**src/hdl/hv_sync_defs.svh**
```systemverilog
// Purpose: Named offsets, field positions, reset values and timing counts of the sync processor
// Assumes: 200 MHz core clock
// Notes:   Definitions only
`ifndef HV_SYNC_DEFS_SVH
`define HV_SYNC_DEFS_SVH

// ----------------------------------------------------------------
// Register offsets (byte addresses)
// ----------------------------------------------------------------
`define ADDR_SYNC_CTRL          8'h06
`define ADDR_SYNC_POL_CTRL      8'h07
`define ADDR_HCOUNT_LO          8'h08
`define ADDR_HCOUNT_HI          8'h09
`define ADDR_VCOUNT_LO          8'h0a
`define ADDR_VCOUNT_HI          8'h0b
`define ADDR_FREE_RUN_CTRL      8'h0c
`define ADDR_HALF_FREQ_CTRL     8'h0d

// ----------------------------------------------------------------
// Field positions
// ----------------------------------------------------------------
`define BIT_SEP_COMP            0
`define BIT_HSEL                1
`define BIT_FIXED_WIN_EN_N      2
`define BIT_INSERT_EN_N         3
`define BIT_VPOL_OUT            0
`define BIT_HPOL_OUT            1
`define BIT_VPOL_IN             2
`define BIT_HPOL_IN             3
`define BIT_VLEVEL              4
`define BIT_HLEVEL              5
`define BIT_VOUT_EN_N           6
`define BIT_HOUT_EN_N           7
`define BIT_OVF                 7
`define BIT_HALF_POL            5
`define BIT_BYPASS_N            6
`define BIT_HALF_EN_N           7

// ----------------------------------------------------------------
// Reset values
// ----------------------------------------------------------------
`define RST_FREE_RUN_SEL        3'h7
`define RST_POLARITY            1'h1

// ----------------------------------------------------------------
// Timing
// ----------------------------------------------------------------
`define CLK_MHZ                 200
`define SYS_MHZ                 8
`define GLITCH_NS               125
`define JITTER_NS               125
`define TICK_NS                 8000
`define INSERT_NS               2000
`define WIDEN_NS                9000
`define VSEP_NS                 5000
`define GLITCH_CYC              ((`GLITCH_NS * `CLK_MHZ + 999) / 1000)
`define JITTER_CYC              ((`JITTER_NS * `CLK_MHZ + 999) / 1000)
`define TICK_CYC                ((`TICK_NS * `CLK_MHZ) / 1000)
`define INSERT_CYC              ((`INSERT_NS * `CLK_MHZ) / 1000)
`define WIDEN_CYC               ((`WIDEN_NS * `CLK_MHZ) / 1000)
`define VSEP_CYC                ((`VSEP_NS * `CLK_MHZ + 999) / 1000)
`define SYS_DIV                 (`CLK_MHZ / `SYS_MHZ)
`define WIN_SHORT_TICKS         2048
`define WIN_LONG_TICKS          4096
`define FR_HPULSE_TICKS         8
`define FR_VPULSE_TICKS         512
`define POL_HALF                128

`endif

```
**src/hdl/hv_sync_pkg.sv**
```systemverilog
// Purpose: Types shared by the sync processor
// Assumes: Nothing
// Notes:   Constants live in hv_sync_defs.svh
package hv_sync_pkg;

	typedef struct packed {
		logic       sep_comp;
		logic       pulse_insert_enable_n;
		logic       fixed_window_enable_n;
		logic       hsel;
		logic       horiz_out_enable_n;
		logic       vert_out_enable_n;
		logic       horiz_output_polarity;
		logic       vert_output_polarity;
		logic [2:0] free_run_select;
		logic       half_freq_enable_n;
		logic       divide_bypass_n;
		logic       bypass_polarity;
	} ctrl_t;

	typedef struct packed {
		logic [13:0] vert_period_count;
		logic        vert_count_overflow;
		logic [11:0] horiz_pulse_count;
		logic        horiz_count_overflow;
	} counts_t;

endpackage : hv_sync_pkg

```
**src/hdl/hv_sync_processor.sv**
```systemverilog
// Purpose: Horizontal/vertical sync processor with measurement, separation and output control
// Assumes: Register port strobes one cycle long; sync pins synchronous to clock_in
// Notes:   Behaviour
`timescale 1ns/1ps
`include "hv_sync_defs.svh"
`default_nettype none

module hv_sync_processor #(
	parameter int POL_WIN = 256
) (
	input  wire logic       clock_in,
	input  wire logic       resetn_in,
	input  wire logic [7:0] addr_in,
	input  wire logic [7:0] wdata_in,
	input  wire logic       write_in,
	input  wire logic       read_in,
	output logic      [7:0] rdata_out,
	input  wire logic       hsync_in,
	input  wire logic       vsync_in,
	input  wire logic       half_freq_input_in,
	output logic            horiz_sync_out,
	output logic            vert_sync_out,
	output logic            horiz_pin_sel_out,
	output logic            vert_pin_sel_out,
	output logic            half_freq_output_out,
	output logic            half_pin_sel_out
);

	// ----------------------------------------------------------------
	// Free-running timing table
	// ----------------------------------------------------------------
	function automatic logic [8:0] fr_hper(input logic [2:0] sel);
		case (sel)
			3'h0:    fr_hper = 9'h100;
			3'h1:    fr_hper = 9'h0b4;
			3'h2:    fr_hper = 9'h080;
			3'h3:    fr_hper = 9'h064;
			default: fr_hper = 9'h058;
		endcase
	endfunction : fr_hper

	function automatic logic [10:0] fr_lines(input logic [2:0] sel);
		case (sel)
			3'h0, 3'h1: fr_lines = 11'h200;
			3'h2:       fr_lines = 11'h348;
			default:    fr_lines = 11'h400;
		endcase
	endfunction : fr_lines

	// ----------------------------------------------------------------
	// Control registers
	// ----------------------------------------------------------------
	hv_sync_pkg::ctrl_t   ctrl;
	hv_sync_pkg::counts_t cnt;
	logic                 wr_sync;
	logic                 wr_pol;
	logic                 wr_free;
	logic                 wr_half;
	logic                 hov_clr;
	logic                 vov_clr;

	assign wr_sync = write_in && addr_in == `ADDR_SYNC_CTRL;
	assign wr_pol  = write_in && addr_in == `ADDR_SYNC_POL_CTRL;
	assign wr_free = write_in && addr_in == `ADDR_FREE_RUN_CTRL;
	assign wr_half = write_in && addr_in == `ADDR_HALF_FREQ_CTRL;
	assign hov_clr = write_in && addr_in == `ADDR_HCOUNT_HI && wdata_in[`BIT_OVF];
	assign vov_clr = write_in && addr_in == `ADDR_VCOUNT_HI && wdata_in[`BIT_OVF];

	always_ff @(posedge clock_in)
	begin
		if (!resetn_in)
		begin
			ctrl                 <= '1;
			ctrl.free_run_select <= `RST_FREE_RUN_SEL;
		end
		else
		begin
			if (wr_sync)
			begin
				ctrl.sep_comp              <= wdata_in[`BIT_SEP_COMP];
				ctrl.hsel                  <= wdata_in[`BIT_HSEL];
				ctrl.fixed_window_enable_n <= wdata_in[`BIT_FIXED_WIN_EN_N];
				ctrl.pulse_insert_enable_n <= wdata_in[`BIT_INSERT_EN_N];
			end
			if (wr_pol)
			begin
				ctrl.horiz_out_enable_n    <= wdata_in[`BIT_HOUT_EN_N];
				ctrl.vert_out_enable_n     <= wdata_in[`BIT_VOUT_EN_N];
				ctrl.horiz_output_polarity <= wdata_in[`BIT_HPOL_OUT];
				ctrl.vert_output_polarity  <= wdata_in[`BIT_VPOL_OUT];
			end
			if (wr_free)
				ctrl.free_run_select <= wdata_in[2:0];
			if (wr_half)
			begin
				ctrl.half_freq_enable_n <= wdata_in[`BIT_HALF_EN_N];
				ctrl.divide_bypass_n    <= wdata_in[`BIT_BYPASS_N];
				ctrl.bypass_polarity    <= wdata_in[`BIT_HALF_POL];
			end
		end
	end

	// ----------------------------------------------------------------
	// Clock dividers
	// ----------------------------------------------------------------
	logic [4:0]  sys_div;
	logic [10:0] tick_div;
	logic        sys_en;
	logic        tick8;

	assign sys_en = sys_div == 5'(`SYS_DIV - 1);
	assign tick8  = tick_div == 11'(`TICK_CYC - 1);

	always_ff @(posedge clock_in)
	begin
		if (!resetn_in)
		begin
			sys_div  <= 5'h00;
			tick_div <= 11'h000;
		end
		else
		begin
			sys_div  <= sys_en ? 5'h00 : sys_div + 5'h01;
			tick_div <= tick8 ? 11'h000 : tick_div + 11'h001;
		end
	end

	// ----------------------------------------------------------------
	// Input synchronisers, glitch filters, polarity detection
	// ----------------------------------------------------------------
	logic [1:0] sync_a;
	logic [1:0] sync_b;
	logic [1:0] filt;
	logic [1:0] pol_in;

	always_ff @(posedge clock_in)
	begin
		if (!resetn_in)
		begin
			sync_a <= 2'h0;
			sync_b <= 2'h0;
		end
		else
		begin
			sync_a <= {vsync_in, hsync_in};
			sync_b <= sync_a;
		end
	end

	// Channel 0 is horizontal, channel 1 vertical
	for (genvar ch = 0; ch < 2; ch++)
	begin : g_chan
		localparam logic [7:0] LIM = 8'((ch == 0) ? `GLITCH_CYC + `JITTER_CYC : `GLITCH_CYC);
		logic [7:0] stab;
		logic [8:0] samples;
		logic [8:0] highs;

		always_ff @(posedge clock_in)
		begin
			if (!resetn_in)
			begin
				stab     <= 8'h00;
				filt[ch] <= 1'b0;
			end
			else if (sync_b[ch] == filt[ch])
				stab <= 8'h00;
			else if (stab == LIM - 8'h01)
			begin
				filt[ch] <= sync_b[ch];
				stab     <= 8'h00;
			end
			else
				stab <= stab + 8'h01;
		end

		// Short high time within the window means positive pulses
		always_ff @(posedge clock_in)
		begin
			if (!resetn_in)
			begin
				samples    <= 9'h000;
				highs      <= 9'h000;
				pol_in[ch] <= `RST_POLARITY;
			end
			else if (tick8)
			begin
				if (samples == 9'(POL_WIN - 1))
				begin
					pol_in[ch] <= highs < 9'(`POL_HALF);
					samples    <= 9'h000;
					highs      <= 9'h000;
				end
				else
				begin
					samples <= samples + 9'h001;
					highs   <= highs + {8'h00, filt[ch]};
				end
			end
		end
	end

	// ----------------------------------------------------------------
	// Composite separation and pulse insertion
	// ----------------------------------------------------------------
	logic        h_act;
	logic        v_act;
	logic        h_prev;
	logic        v_prev;
	logic [11:0] run;
	logic [11:0] widen;
	logic        v_region;
	logic        v_src;
	logic        h_edge;
	logic        v_edge;
	logic [15:0] hp_cnt;
	logic [15:0] h_period;
	logic        inserting;
	logic        h_proc;

	assign h_act     = pol_in[0] ? filt[0] : ~filt[0];
	assign v_act     = pol_in[1] ? filt[1] : ~filt[1];
	assign v_region  = ~ctrl.sep_comp && (run >= 12'(`VSEP_CYC) || widen != 12'h000);
	assign v_src     = ctrl.sep_comp ? v_act : v_region;
	assign h_edge    = h_act && !h_prev;
	assign v_edge    = v_src && !v_prev;
	assign inserting = v_region && !ctrl.pulse_insert_enable_n;
	assign h_proc    = inserting ? hp_cnt < 16'(`INSERT_CYC) : h_act;

	always_ff @(posedge clock_in)
	begin
		if (!resetn_in)
		begin
			h_prev <= 1'b0;
			v_prev <= 1'b0;
			run    <= 12'h000;
			widen  <= 12'h000;
		end
		else
		begin
			h_prev <= h_act;
			v_prev <= v_src;
			run    <= !h_act ? 12'h000 : (&run ? run : run + 12'h001);
			if (run >= 12'(`VSEP_CYC))
				widen <= 12'(`WIDEN_CYC);
			else if (widen != 12'h000)
				widen <= widen - 12'h001;
		end
	end

	// Interval is learnt outside the vertical region only
	always_ff @(posedge clock_in)
	begin
		if (!resetn_in)
		begin
			hp_cnt   <= 16'h0000;
			h_period <= 16'hffff;
		end
		else if (inserting)
			hp_cnt <= (hp_cnt >= h_period - 16'h0001) ? 16'h0000 : hp_cnt + 16'h0001;
		else if (h_edge && !v_region)
		begin
			h_period <= hp_cnt + 16'h0001;
			hp_cnt   <= 16'h0000;
		end
		else if (!(&hp_cnt))
			hp_cnt <= hp_cnt + 16'h0001;
	end

	// ----------------------------------------------------------------
	// Vertical period and horizontal pulse counters
	// ----------------------------------------------------------------
	logic [13:0] vcnt;
	logic [11:0] hcnt;
	logic [12:0] wcnt;
	logic        win_end;
	logic        h_latch;
	logic        vov_set;
	logic        hov_set;

	assign win_end = tick8 && wcnt == (ctrl.hsel ? 13'(`WIN_LONG_TICKS - 1) : 13'(`WIN_SHORT_TICKS - 1));
	assign h_latch = ctrl.fixed_window_enable_n ? v_edge : win_end;
	assign vov_set = !v_edge && tick8 && &vcnt;
	assign hov_set = !h_latch && h_edge && &hcnt;

	always_ff @(posedge clock_in)
	begin
		if (!resetn_in)
		begin
			vcnt                    <= 14'h0000;
			cnt.vert_period_count   <= 14'h0000;
			cnt.vert_count_overflow <= 1'b0;
		end
		else
		begin
			if (v_edge)
			begin
				cnt.vert_period_count <= vcnt;
				vcnt                  <= 14'h0000;
			end
			else if (tick8)
				vcnt <= vcnt + 14'h0001;
			cnt.vert_count_overflow <= vov_set || (cnt.vert_count_overflow && !vov_clr);
		end
	end

	always_ff @(posedge clock_in)
	begin
		if (!resetn_in)
			wcnt <= 13'h0000;
		else if (ctrl.fixed_window_enable_n || win_end)
			wcnt <= 13'h0000;
		else if (tick8)
			wcnt <= wcnt + 13'h0001;
	end

	always_ff @(posedge clock_in)
	begin
		if (!resetn_in)
		begin
			hcnt                     <= 12'h000;
			cnt.horiz_pulse_count    <= 12'h000;
			cnt.horiz_count_overflow <= 1'b0;
		end
		else
		begin
			if (h_latch)
			begin
				cnt.horiz_pulse_count <= hcnt;
				hcnt                  <= {11'h000, h_edge};
			end
			else if (h_edge)
				hcnt <= hcnt + 12'h001;
			// Clearing the flag never touches hcnt
			cnt.horiz_count_overflow <= hov_set || (cnt.horiz_count_overflow && !hov_clr);
		end
	end

	// ----------------------------------------------------------------
	// Free-running generator
	// ----------------------------------------------------------------
	logic [8:0]  fr_h;
	logic [10:0] fr_l;
	logic [9:0]  fr_t;
	logic        fr_active;
	logic        fr_line_end;

	assign fr_active   = !(&ctrl.free_run_select[2:1])
	                     && (!ctrl.horiz_out_enable_n || !ctrl.vert_out_enable_n);
	assign fr_line_end = fr_h >= fr_hper(ctrl.free_run_select) - 9'h001;

	always_ff @(posedge clock_in)
	begin
		if (!resetn_in || !fr_active)
		begin
			fr_h <= 9'h000;
			fr_l <= 11'h000;
			fr_t <= 10'h000;
		end
		else if (sys_en)
		begin
			fr_h <= fr_line_end ? 9'h000 : fr_h + 9'h001;
			if (fr_line_end && fr_l >= fr_lines(ctrl.free_run_select) - 11'h001)
			begin
				fr_l <= 11'h000;
				fr_t <= 10'h000;
			end
			else
			begin
				if (fr_line_end)
					fr_l <= fr_l + 11'h001;
				if (!(&fr_t))
					fr_t <= fr_t + 10'h001;
			end
		end
	end

	// ----------------------------------------------------------------
	// Sync and half-frequency outputs
	// ----------------------------------------------------------------
	logic h_final;
	logic v_final;
	logic hf_prev;
	logic hf_div;

	assign h_final = fr_active ? fr_h < 9'(`FR_HPULSE_TICKS) : h_proc;
	assign v_final = fr_active ? fr_t < 10'(`FR_VPULSE_TICKS) : v_src;

	always_ff @(posedge clock_in)
	begin
		if (!resetn_in)
		begin
			horiz_sync_out    <= 1'b0;
			vert_sync_out     <= 1'b0;
			horiz_pin_sel_out <= 1'b0;
			vert_pin_sel_out  <= 1'b0;
		end
		else
		begin
			horiz_sync_out    <= ctrl.horiz_output_polarity ? h_final : ~h_final;
			vert_sync_out     <= ctrl.vert_output_polarity ? v_final : ~v_final;
			horiz_pin_sel_out <= !ctrl.horiz_out_enable_n;
			vert_pin_sel_out  <= !ctrl.vert_out_enable_n;
		end
	end

	always_ff @(posedge clock_in)
	begin
		if (!resetn_in)
		begin
			hf_prev              <= 1'b0;
			hf_div               <= 1'b0;
			half_freq_output_out <= 1'b0;
			half_pin_sel_out     <= 1'b0;
		end
		else
		begin
			hf_prev          <= half_freq_input_in;
			half_pin_sel_out <= !ctrl.half_freq_enable_n;
			if (half_freq_input_in && !hf_prev)
				hf_div <= ~hf_div;
			if (ctrl.half_freq_enable_n)
				half_freq_output_out <= 1'b0;
			else if (!ctrl.divide_bypass_n)
				half_freq_output_out <= ctrl.bypass_polarity ? half_freq_input_in : ~half_freq_input_in;
			else
				half_freq_output_out <= hf_div;
		end
	end

	// ----------------------------------------------------------------
	// Register read port
	// ----------------------------------------------------------------
	always_ff @(posedge clock_in)
	begin
		if (!resetn_in)
			rdata_out <= 8'h00;
		else if (read_in)
		begin
			case (addr_in)
				`ADDR_SYNC_CTRL:
					rdata_out <= {4'h0, ctrl.pulse_insert_enable_n, ctrl.fixed_window_enable_n,
					              ctrl.hsel, ctrl.sep_comp};
				`ADDR_SYNC_POL_CTRL:
					rdata_out <= {2'h0, filt[0], filt[1], pol_in[0], pol_in[1],
					              ctrl.horiz_output_polarity, ctrl.vert_output_polarity};
				`ADDR_HCOUNT_LO:
					rdata_out <= cnt.horiz_pulse_count[7:0];
				`ADDR_HCOUNT_HI:
					rdata_out <= {cnt.horiz_count_overflow, 3'h0, cnt.horiz_pulse_count[11:8]};
				`ADDR_VCOUNT_LO:
					rdata_out <= cnt.vert_period_count[7:0];
				`ADDR_VCOUNT_HI:
					rdata_out <= {cnt.vert_count_overflow, 1'b0, cnt.vert_period_count[13:8]};
				`ADDR_FREE_RUN_CTRL:
					rdata_out <= {5'h00, ctrl.free_run_select};
				`ADDR_HALF_FREQ_CTRL:
					rdata_out <= {ctrl.half_freq_enable_n, ctrl.divide_bypass_n, ctrl.bypass_polarity, 5'h00};
				default:
					rdata_out <= 8'h00;
			endcase
		end
	end

endmodule : hv_sync_processor

`default_nettype wire

```
**config.mk**
```make
export PLATFORM = sky130hd
export DESIGN_NAME = hv_sync_processor
export DESIGN_NICKNAME = d
export VERILOG_FILES = /design/src/hdl/hv_sync_pkg.sv /design/src/hdl/hv_sync_processor.sv
export VERILOG_INCLUDE_DIRS = /design/src /design/src/hdl
export SDC_FILE = /design/constraint.sdc
export NUM_CORES = 1
export LEC_CHECK = 0
export BUFFER_PORTS_ARGS = -buffer_cell sky130_fd_sc_hd__buf_2
export CORE_ASPECT_RATIO = 0.5
export CORE_MARGIN = 2
export CORE_UTILIZATION = 55
export DETAILED_ROUTE_END_ITERATION = 10
export PLACE_DENSITY = 0.81
export SLEW_MARGIN = 10
export SYNTH_ARGS = -nofsm -noshare
export SYNTH_HDL_FRONTEND = slang
export SYNTH_SLANG_ARGS = --single-unit
```
**constraint.sdc**
```tcl
create_clock -name clock_in -period 3.2 [get_ports clock_in]
set_input_delay 0.16 -clock clock_in [delete_from_list [all_inputs] [get_ports clock_in]]
set_output_delay 0.16 -clock clock_in [all_outputs]
set_load 0.1 [all_outputs]
```
[Word level (Yosys, flattened, before mapping)]
Index checks and enable logic that the tools add are counted.
Storage, ports and cells
  register bits after elaboration: 261
  input bits: 23
  output and inout bits: 14
  word-level logic and storage cells: 222
Cells by class
  add/sub/neg operators: 20
  order comparisons: 9
  equality and inequality tests: 22
  mux-type cells: 34
  bitwise gates (word level): 11
  reduce and logical (&&, ||, !) cells: 73
Operators with widths (count)
  two-way mux 11 bit: 6
  two-way mux 16 bit: 4
  one-hot mux 8 bit (8 select lines): 1
  == test 8 x 4 -> 1 bit, second input constant: 6
  two-way mux 9 bit: 5
  one-hot mux 9 bit (4 select lines): 1
  adder 9 x 1 -> 9 bit, second input constant: 3
  adder 12 x 1 -> 12 bit, second input constant: 2
  AND reduction 12 bit: 2
  logical AND 1 bit: 23
  adder 11 x 1 -> 11 bit, second input constant: 2
  one-hot mux 11 bit (2 select lines): 1
  two-way mux 10 bit: 2
  adder 9 x 1 -> 9 bit: 2
  == test 9 x 8 -> 1 bit, second input constant: 2
  < comparator 9 x 8 -> 1 bit, second input constant: 2
  AND reduction 2 bit: 9
  adder 16 x 1 -> 16 bit, second input constant: 1
  adder 8 x 1 -> 8 bit, second input constant: 2
  == test 8 x 3 -> 1 bit, second input constant: 2
  greater-or-equal comparator 16 bit: 1
  < comparator 16 x 9 -> 1 bit, second input constant: 1
  AND reduction 16 bit: 1
  OR reduction 2 bit: 8
  other kinds (34): 80

[Depth between registers and ports, before layout]
  word-level depth: 11
  depth in mapped cells: 14
  gate-level depth less buffers: 13

[Worst setup path after synthesis]
OpenSTA, ideal clock, no wires.
  path type: register to register
  from: register h_period[2]
  to: register hp_cnt[7]
  arrival: 3353 ps
  required time: 3126 ps
  path slack: -227 ps
  cell stages (with the launch flop): 14
  path buffers: 1
  period minus slack after synthesis: 3427 ps
  path through: dfxtp_1 > or4_1 > nor4_1 > nand2b_1 > nor3_1 > xnor2_1 > ha_1 > a211oi_1 > nor2_1 > or3_1 > a211oi_1 > o2111ai_1 > buf_2 > o21ai_0
On the way
  word-level cells in the longest chain between the ends: 4
RTL lines
  from (decl): RTL line hv_sync_processor.sv:216  | logic [15:0] h_period;
  from (signal assigned): RTL line hv_sync_processor.sv:262  | h_period <= hp_cnt + 16'h0001;
  subtractor 16 x 1 -> 16 bit: RTL line hv_sync_processor.sv:259  | hp_cnt <= (hp_cnt >= h_period - 16'h0001) ? 16'h0000 : hp_cnt + 16'h0001;
  greater-or-equal comparator 16 bit: RTL line hv_sync_processor.sv:259
  two-way mux 16 bit: RTL line hv_sync_processor.sv:259
  two-way mux 16 bit: RTL line hv_sync_processor.sv:258  | else if (inserting)
  to (signal assigned): RTL line hv_sync_processor.sv:259
  to (signal assigned): RTL line hv_sync_processor.sv:266  | hp_cnt <= hp_cnt + 16'h0001;
  to (decl): RTL line hv_sync_processor.sv:215  | logic [15:0] hp_cnt;
No other way between the ends.
A chain may end at the register's enable or synchronous reset.

[Worst setup path in the final report]
  from: register h_period[2]
  to: register hp_cnt[14]
The elaborated chain is that of the path after synthesis.

==> summary.md <==
The run finished, with violations left. The final reports fail on setup timing. The logs give 261 for the clock sink count and 3 for the maximum clock path buffer count. The tools report the core region area as 21700 um2. In this run the tool buffered the top-level ports with 35 buffer cells.

TritonCTS built the clock tree. The overall global routing resource usage was 0.236; the proportion of synthesized flip-flops having asynchronous set or reset was 0. The run gives 38 as the row count.

The worst register-to-register path begins at h_period[2]$_SDFFE_PN1P_. The detail route stage leaves a number of antenna-violating nets equal to 0. In this run the worst path has a maximum fanout of 7.

The die extent in x is 214 um, and the netlist area before placement is 12200 um2. The ratio of final minimum period to clock period works out to 1.09. The run gives -3980 ps as the aggregate negative setup slack.

The clock buffer count from CTS was 24; the number of flops mapped to enable cells by yosys was 0. The top cell type's share of synthesized area was 0.430; the clock tree skew after final layout was 12.1 ps. After legalization and detailed placement, the total HPWL measured 19100 um. The layout cell share with drive strength beyond 1 came out at 0.0940. For the sequential-to-total area share from yosys stat, the log shows 0.430. The die covers 23400 um2.

Effective utilization at floorplan: 0.561. The worst hold path cell count is 3, and the worst slew slack as a fraction of its limit is 0.342. The tools report the largest net degree at the start of global routing as 34. The first detailed-routing pass took 5 iterations. The synthesized netlist contains 63 unique library cells. In the routed design, unresolved DRC markers number 0. Setup repair after global routing could not meet its margin everywhere. The dominant synthesized flop cell was dfxtp_1. The worst setup path is launched from a register. Count of warnings emitted by yosys: 0. Clock-pin slew was measured on the worst setup and hold paths at 70 ps. The tools report the capture point of the worst reg-to-reg path as hp_cnt[14]$_SDFFE_PN0P_.

Ranked by instance count, the synthesized netlist is headed by 261 x dfxtp_1, 184 x nor2_1, 171 x nand2_1. The average vias per placed instance came out at 5.76. Measured in cells, the most critical reg-to-reg path has a length of 14.

STA puts the critical path data arrival time at 3930 ps. The global placer's final weighted congestion is 0.897, and the number of endpoints with negative hold slack in the final report is 0. The number of antenna violations at the first check in global routing is 0. Summed over all instances, the cell type with the most area after synthesis is dfxtp_1.

After detailed routing, the average wire length per cell comes to 15.5 um. The peak per-stage delay on the critical path works out to 560 ps. The leading cell type by number of instances after synthesis is dfxtp_1. The number of levels in the clock H-tree is 1, and the number of pins exceeding their max-slew limit in the final report is 0.

Timing would allow up to 286 MHz. The final layout contains 1547 nets. After global routing the overflow that remains totals 0.

Counting every instance in the synthesized netlist gives 1416. The total setup violations reported at the end of the flow is 16. Across the VDD grid, the largest voltage drop is 0.292 mV.

The worst-case register-to-register setup slack was -290 ps. The kind of cell adding the most delay to the critical path is simple AND/OR/NAND/NOR gates. The tree is rooted in a clkbuf_16. The type of the setup path with the least slack was reg -> reg. 37 I/O pins were placed.

The final cell utilization of the core was 0.644. The tightest min-delay check is of the in -> reg type. From synthesis to final layout, the design area changed by 14.7%. The run gives 803 as the count of routing violations after the opening detailed-route iteration. By area the synthesized netlist is led by dfxtp_1 43%, xor2_1 5.8%, nor2_1 5.7%, ha_1 5.5%, nand2_1 5.3%. Dividing total power by cell area gives a power density of 518 nW/um2. STA classifies the critical path endpoint as a register.

The repair_antennas step left the layout with diodes totalling 0. Among all stages on the critical path, the largest delay is contributed by or4_4. In this run the vertical extent of the chip is 109 um. Detailed routing inserted a total of 10298 vias. For the worst-skew pair, the clock arrives at the later sink with an insertion delay of 520 ps. The tools report the terminating pin of the worst hold path as ctrl[8]$_SDFFE_PN1P_. The number of max-cap violations is 0. The shortest period the worst path allows is 3490 ps, and the total buffers and inverters traversed by the critical path is 2. Number of global-route vias before repair: 9956.

Walking the worst path, the cells encountered are or4_4, nor4_4, nand2b_1, buf_4, nor4_4, xnor2_1, ha_1, nand4_1, nor3_1, or3_4, a211oi_4, buf_4, o2111ai_4, o21ai_1. The mean instance size in the synthesized netlist works out to 8.59 um2. Summed over all cells, the static leakage comes to 5.30 nW. In this run, synthesis produced a sequential element count of 261.

STA puts the critical path data required time at 3640 ps. Summed over all layers, the routed wires come to 27800 um. For the final setup slack of the worst path, the log shows -293 ps. At the pin with the least slew margin, the transition time is 983 ps.

In this run the most critical hold path is launched from write_in. For the first-pass GRT wire length, the log shows 46400 um.
what timing repair did:
item / CTS / global route
endpoints found under the setup margin: 16 / 16
pin swaps: 16 / 7
setup buffers: 8 / 1
hold buffers: 10 / 0
endpoints found under the hold margin: 17 / 0
gates cloned: 1 / 0
gates resized for setup: 21 / 9
cell type report:
cell class                 instances  area, um2
clock buffer                      32        712
inverter                          33        124
tap                              300        375
clock inverter                    12        219
timing repair buffer              77        523
multi-input combinational       1074       6780
fill                            1715       7730
sequential                       261       5230
report_power, final:
| part | total [mW] | internal (mW) | switching (mW) |
|---|---|---|---|
| clock | 3.32 | 2.05 | 1.27 |
| sequential | 3.38 | 3.32 | 0.0664 |
| combinational | 0.521 | 0.223 | 0.298 |
cells in the final DEF (no fill, tap or decap), drive strengths merged, types with 18 or more instances in the layout:
master / n
xnor2: 63
nand4: 44
clkbuf: 32
nand2: 171
and3: 28
nand3: 74
nor4: 18
or3: 20
dfxtp: 261
ha: 53
o21ai: 54
a21oi: 64
xor2: 80
inv: 33
nor3: 33
mux2i: 30
buf: 67
nor2: 184
tightest hold or removal path, delay by kind of cell:
kind                   cells  cell delay, ps
buffers and inverters      1             170
and+or+nand+nor            2             170
metal layers:
metal	vias up	track usage	share of wire
met5	-	0	0
met4	0	0.0630	0.020
met3	60	0.0382	0.054
met2	290	0.420	0.48
met1	4894	0.301	0.45
li1	5054	-	-
metrics by stage:
step / cell area, um2 / setup WS (ps) / cells / hold slack (ps) / total power [mW]
final: 14000 / -293 / 1789 / 34.7 / 7.22
after global routing: 14000 / -448 / 1789 / 40.7 / 7.46
after CTS: 13900 / -145 / 1788 / 16.4 / 7.26
after detailed placement: 12700 / -317 / 1725 / 371 / 3.95
after global placement: 12700 / -185 / 1725 / 373 / 3.92
after floorplan: 12200 / 10.2 / 1417 / 284 / 3.85
state kept, by name (all words and copies together) (netlist names), 5 cells and up:
| register | cells |
|---|---|
| cnt | 28 |
| wcnt | 13 |
| g_chan.highs | 18 |
| g_chan.stab | 16 |
| fr_t | 10 |
| run | 12 |
| tick_div | 11 |
| widen | 12 |
| ctrl | 14 |
| hcnt | 12 |
| fr_l | 11 |
| vcnt | 14 |
| h_period | 16 |
| g_chan.samples | 18 |
| sys_div | 5 |
| hp_cnt | 16 |
| rdata_out | 8 |
| fr_h | 9 |
how the worst max path moves through the flow:
stage,from,to,slack [ps],cells past startpoint
floorplan,h_period[2]$_SDFFE_PN1P_,hp_cnt[10]$_SDFFE_PN0P_,10,12
global placement,h_period[2]$_SDFFE_PN1P_,hp_cnt[13]$_SDFFE_PN0P_,-190,11
detailed placement,h_period[2]$_SDFFE_PN1P_,hp_cnt[1]$_SDFFE_PN0P_,-320,11
CTS,h_period[2]$_SDFFE_PN1P_,hp_cnt[9]$_SDFFE_PN0P_,-140,14
global route,h_period[2]$_SDFFE_PN1P_,hp_cnt[14]$_SDFFE_PN0P_,-450,14
finish,h_period[2]$_SDFFE_PN1P_,hp_cnt[14]$_SDFFE_PN0P_,-290,14
cells by family (layout without fill, tap and decap cells):
group / count (synthesis) / in the layout / synth area share
xor gates and xnor gates: 143 / 143 / 0.103
adders and majority gates: 53 / 53 / 0.0545
muxes: 36 / 36 / 0.0322
other: 1 / 2 / 0.000308
and+or+nand+nor: 639 / 639 / 0.251
DFF: 261 / 261 / 0.430
buffers and inverters: 83 / 154 / 0.0267
AOI/OAI and AO/OA: 200 / 201 / 0.103
No activity file was read; power rests on OpenSTA's default activity.
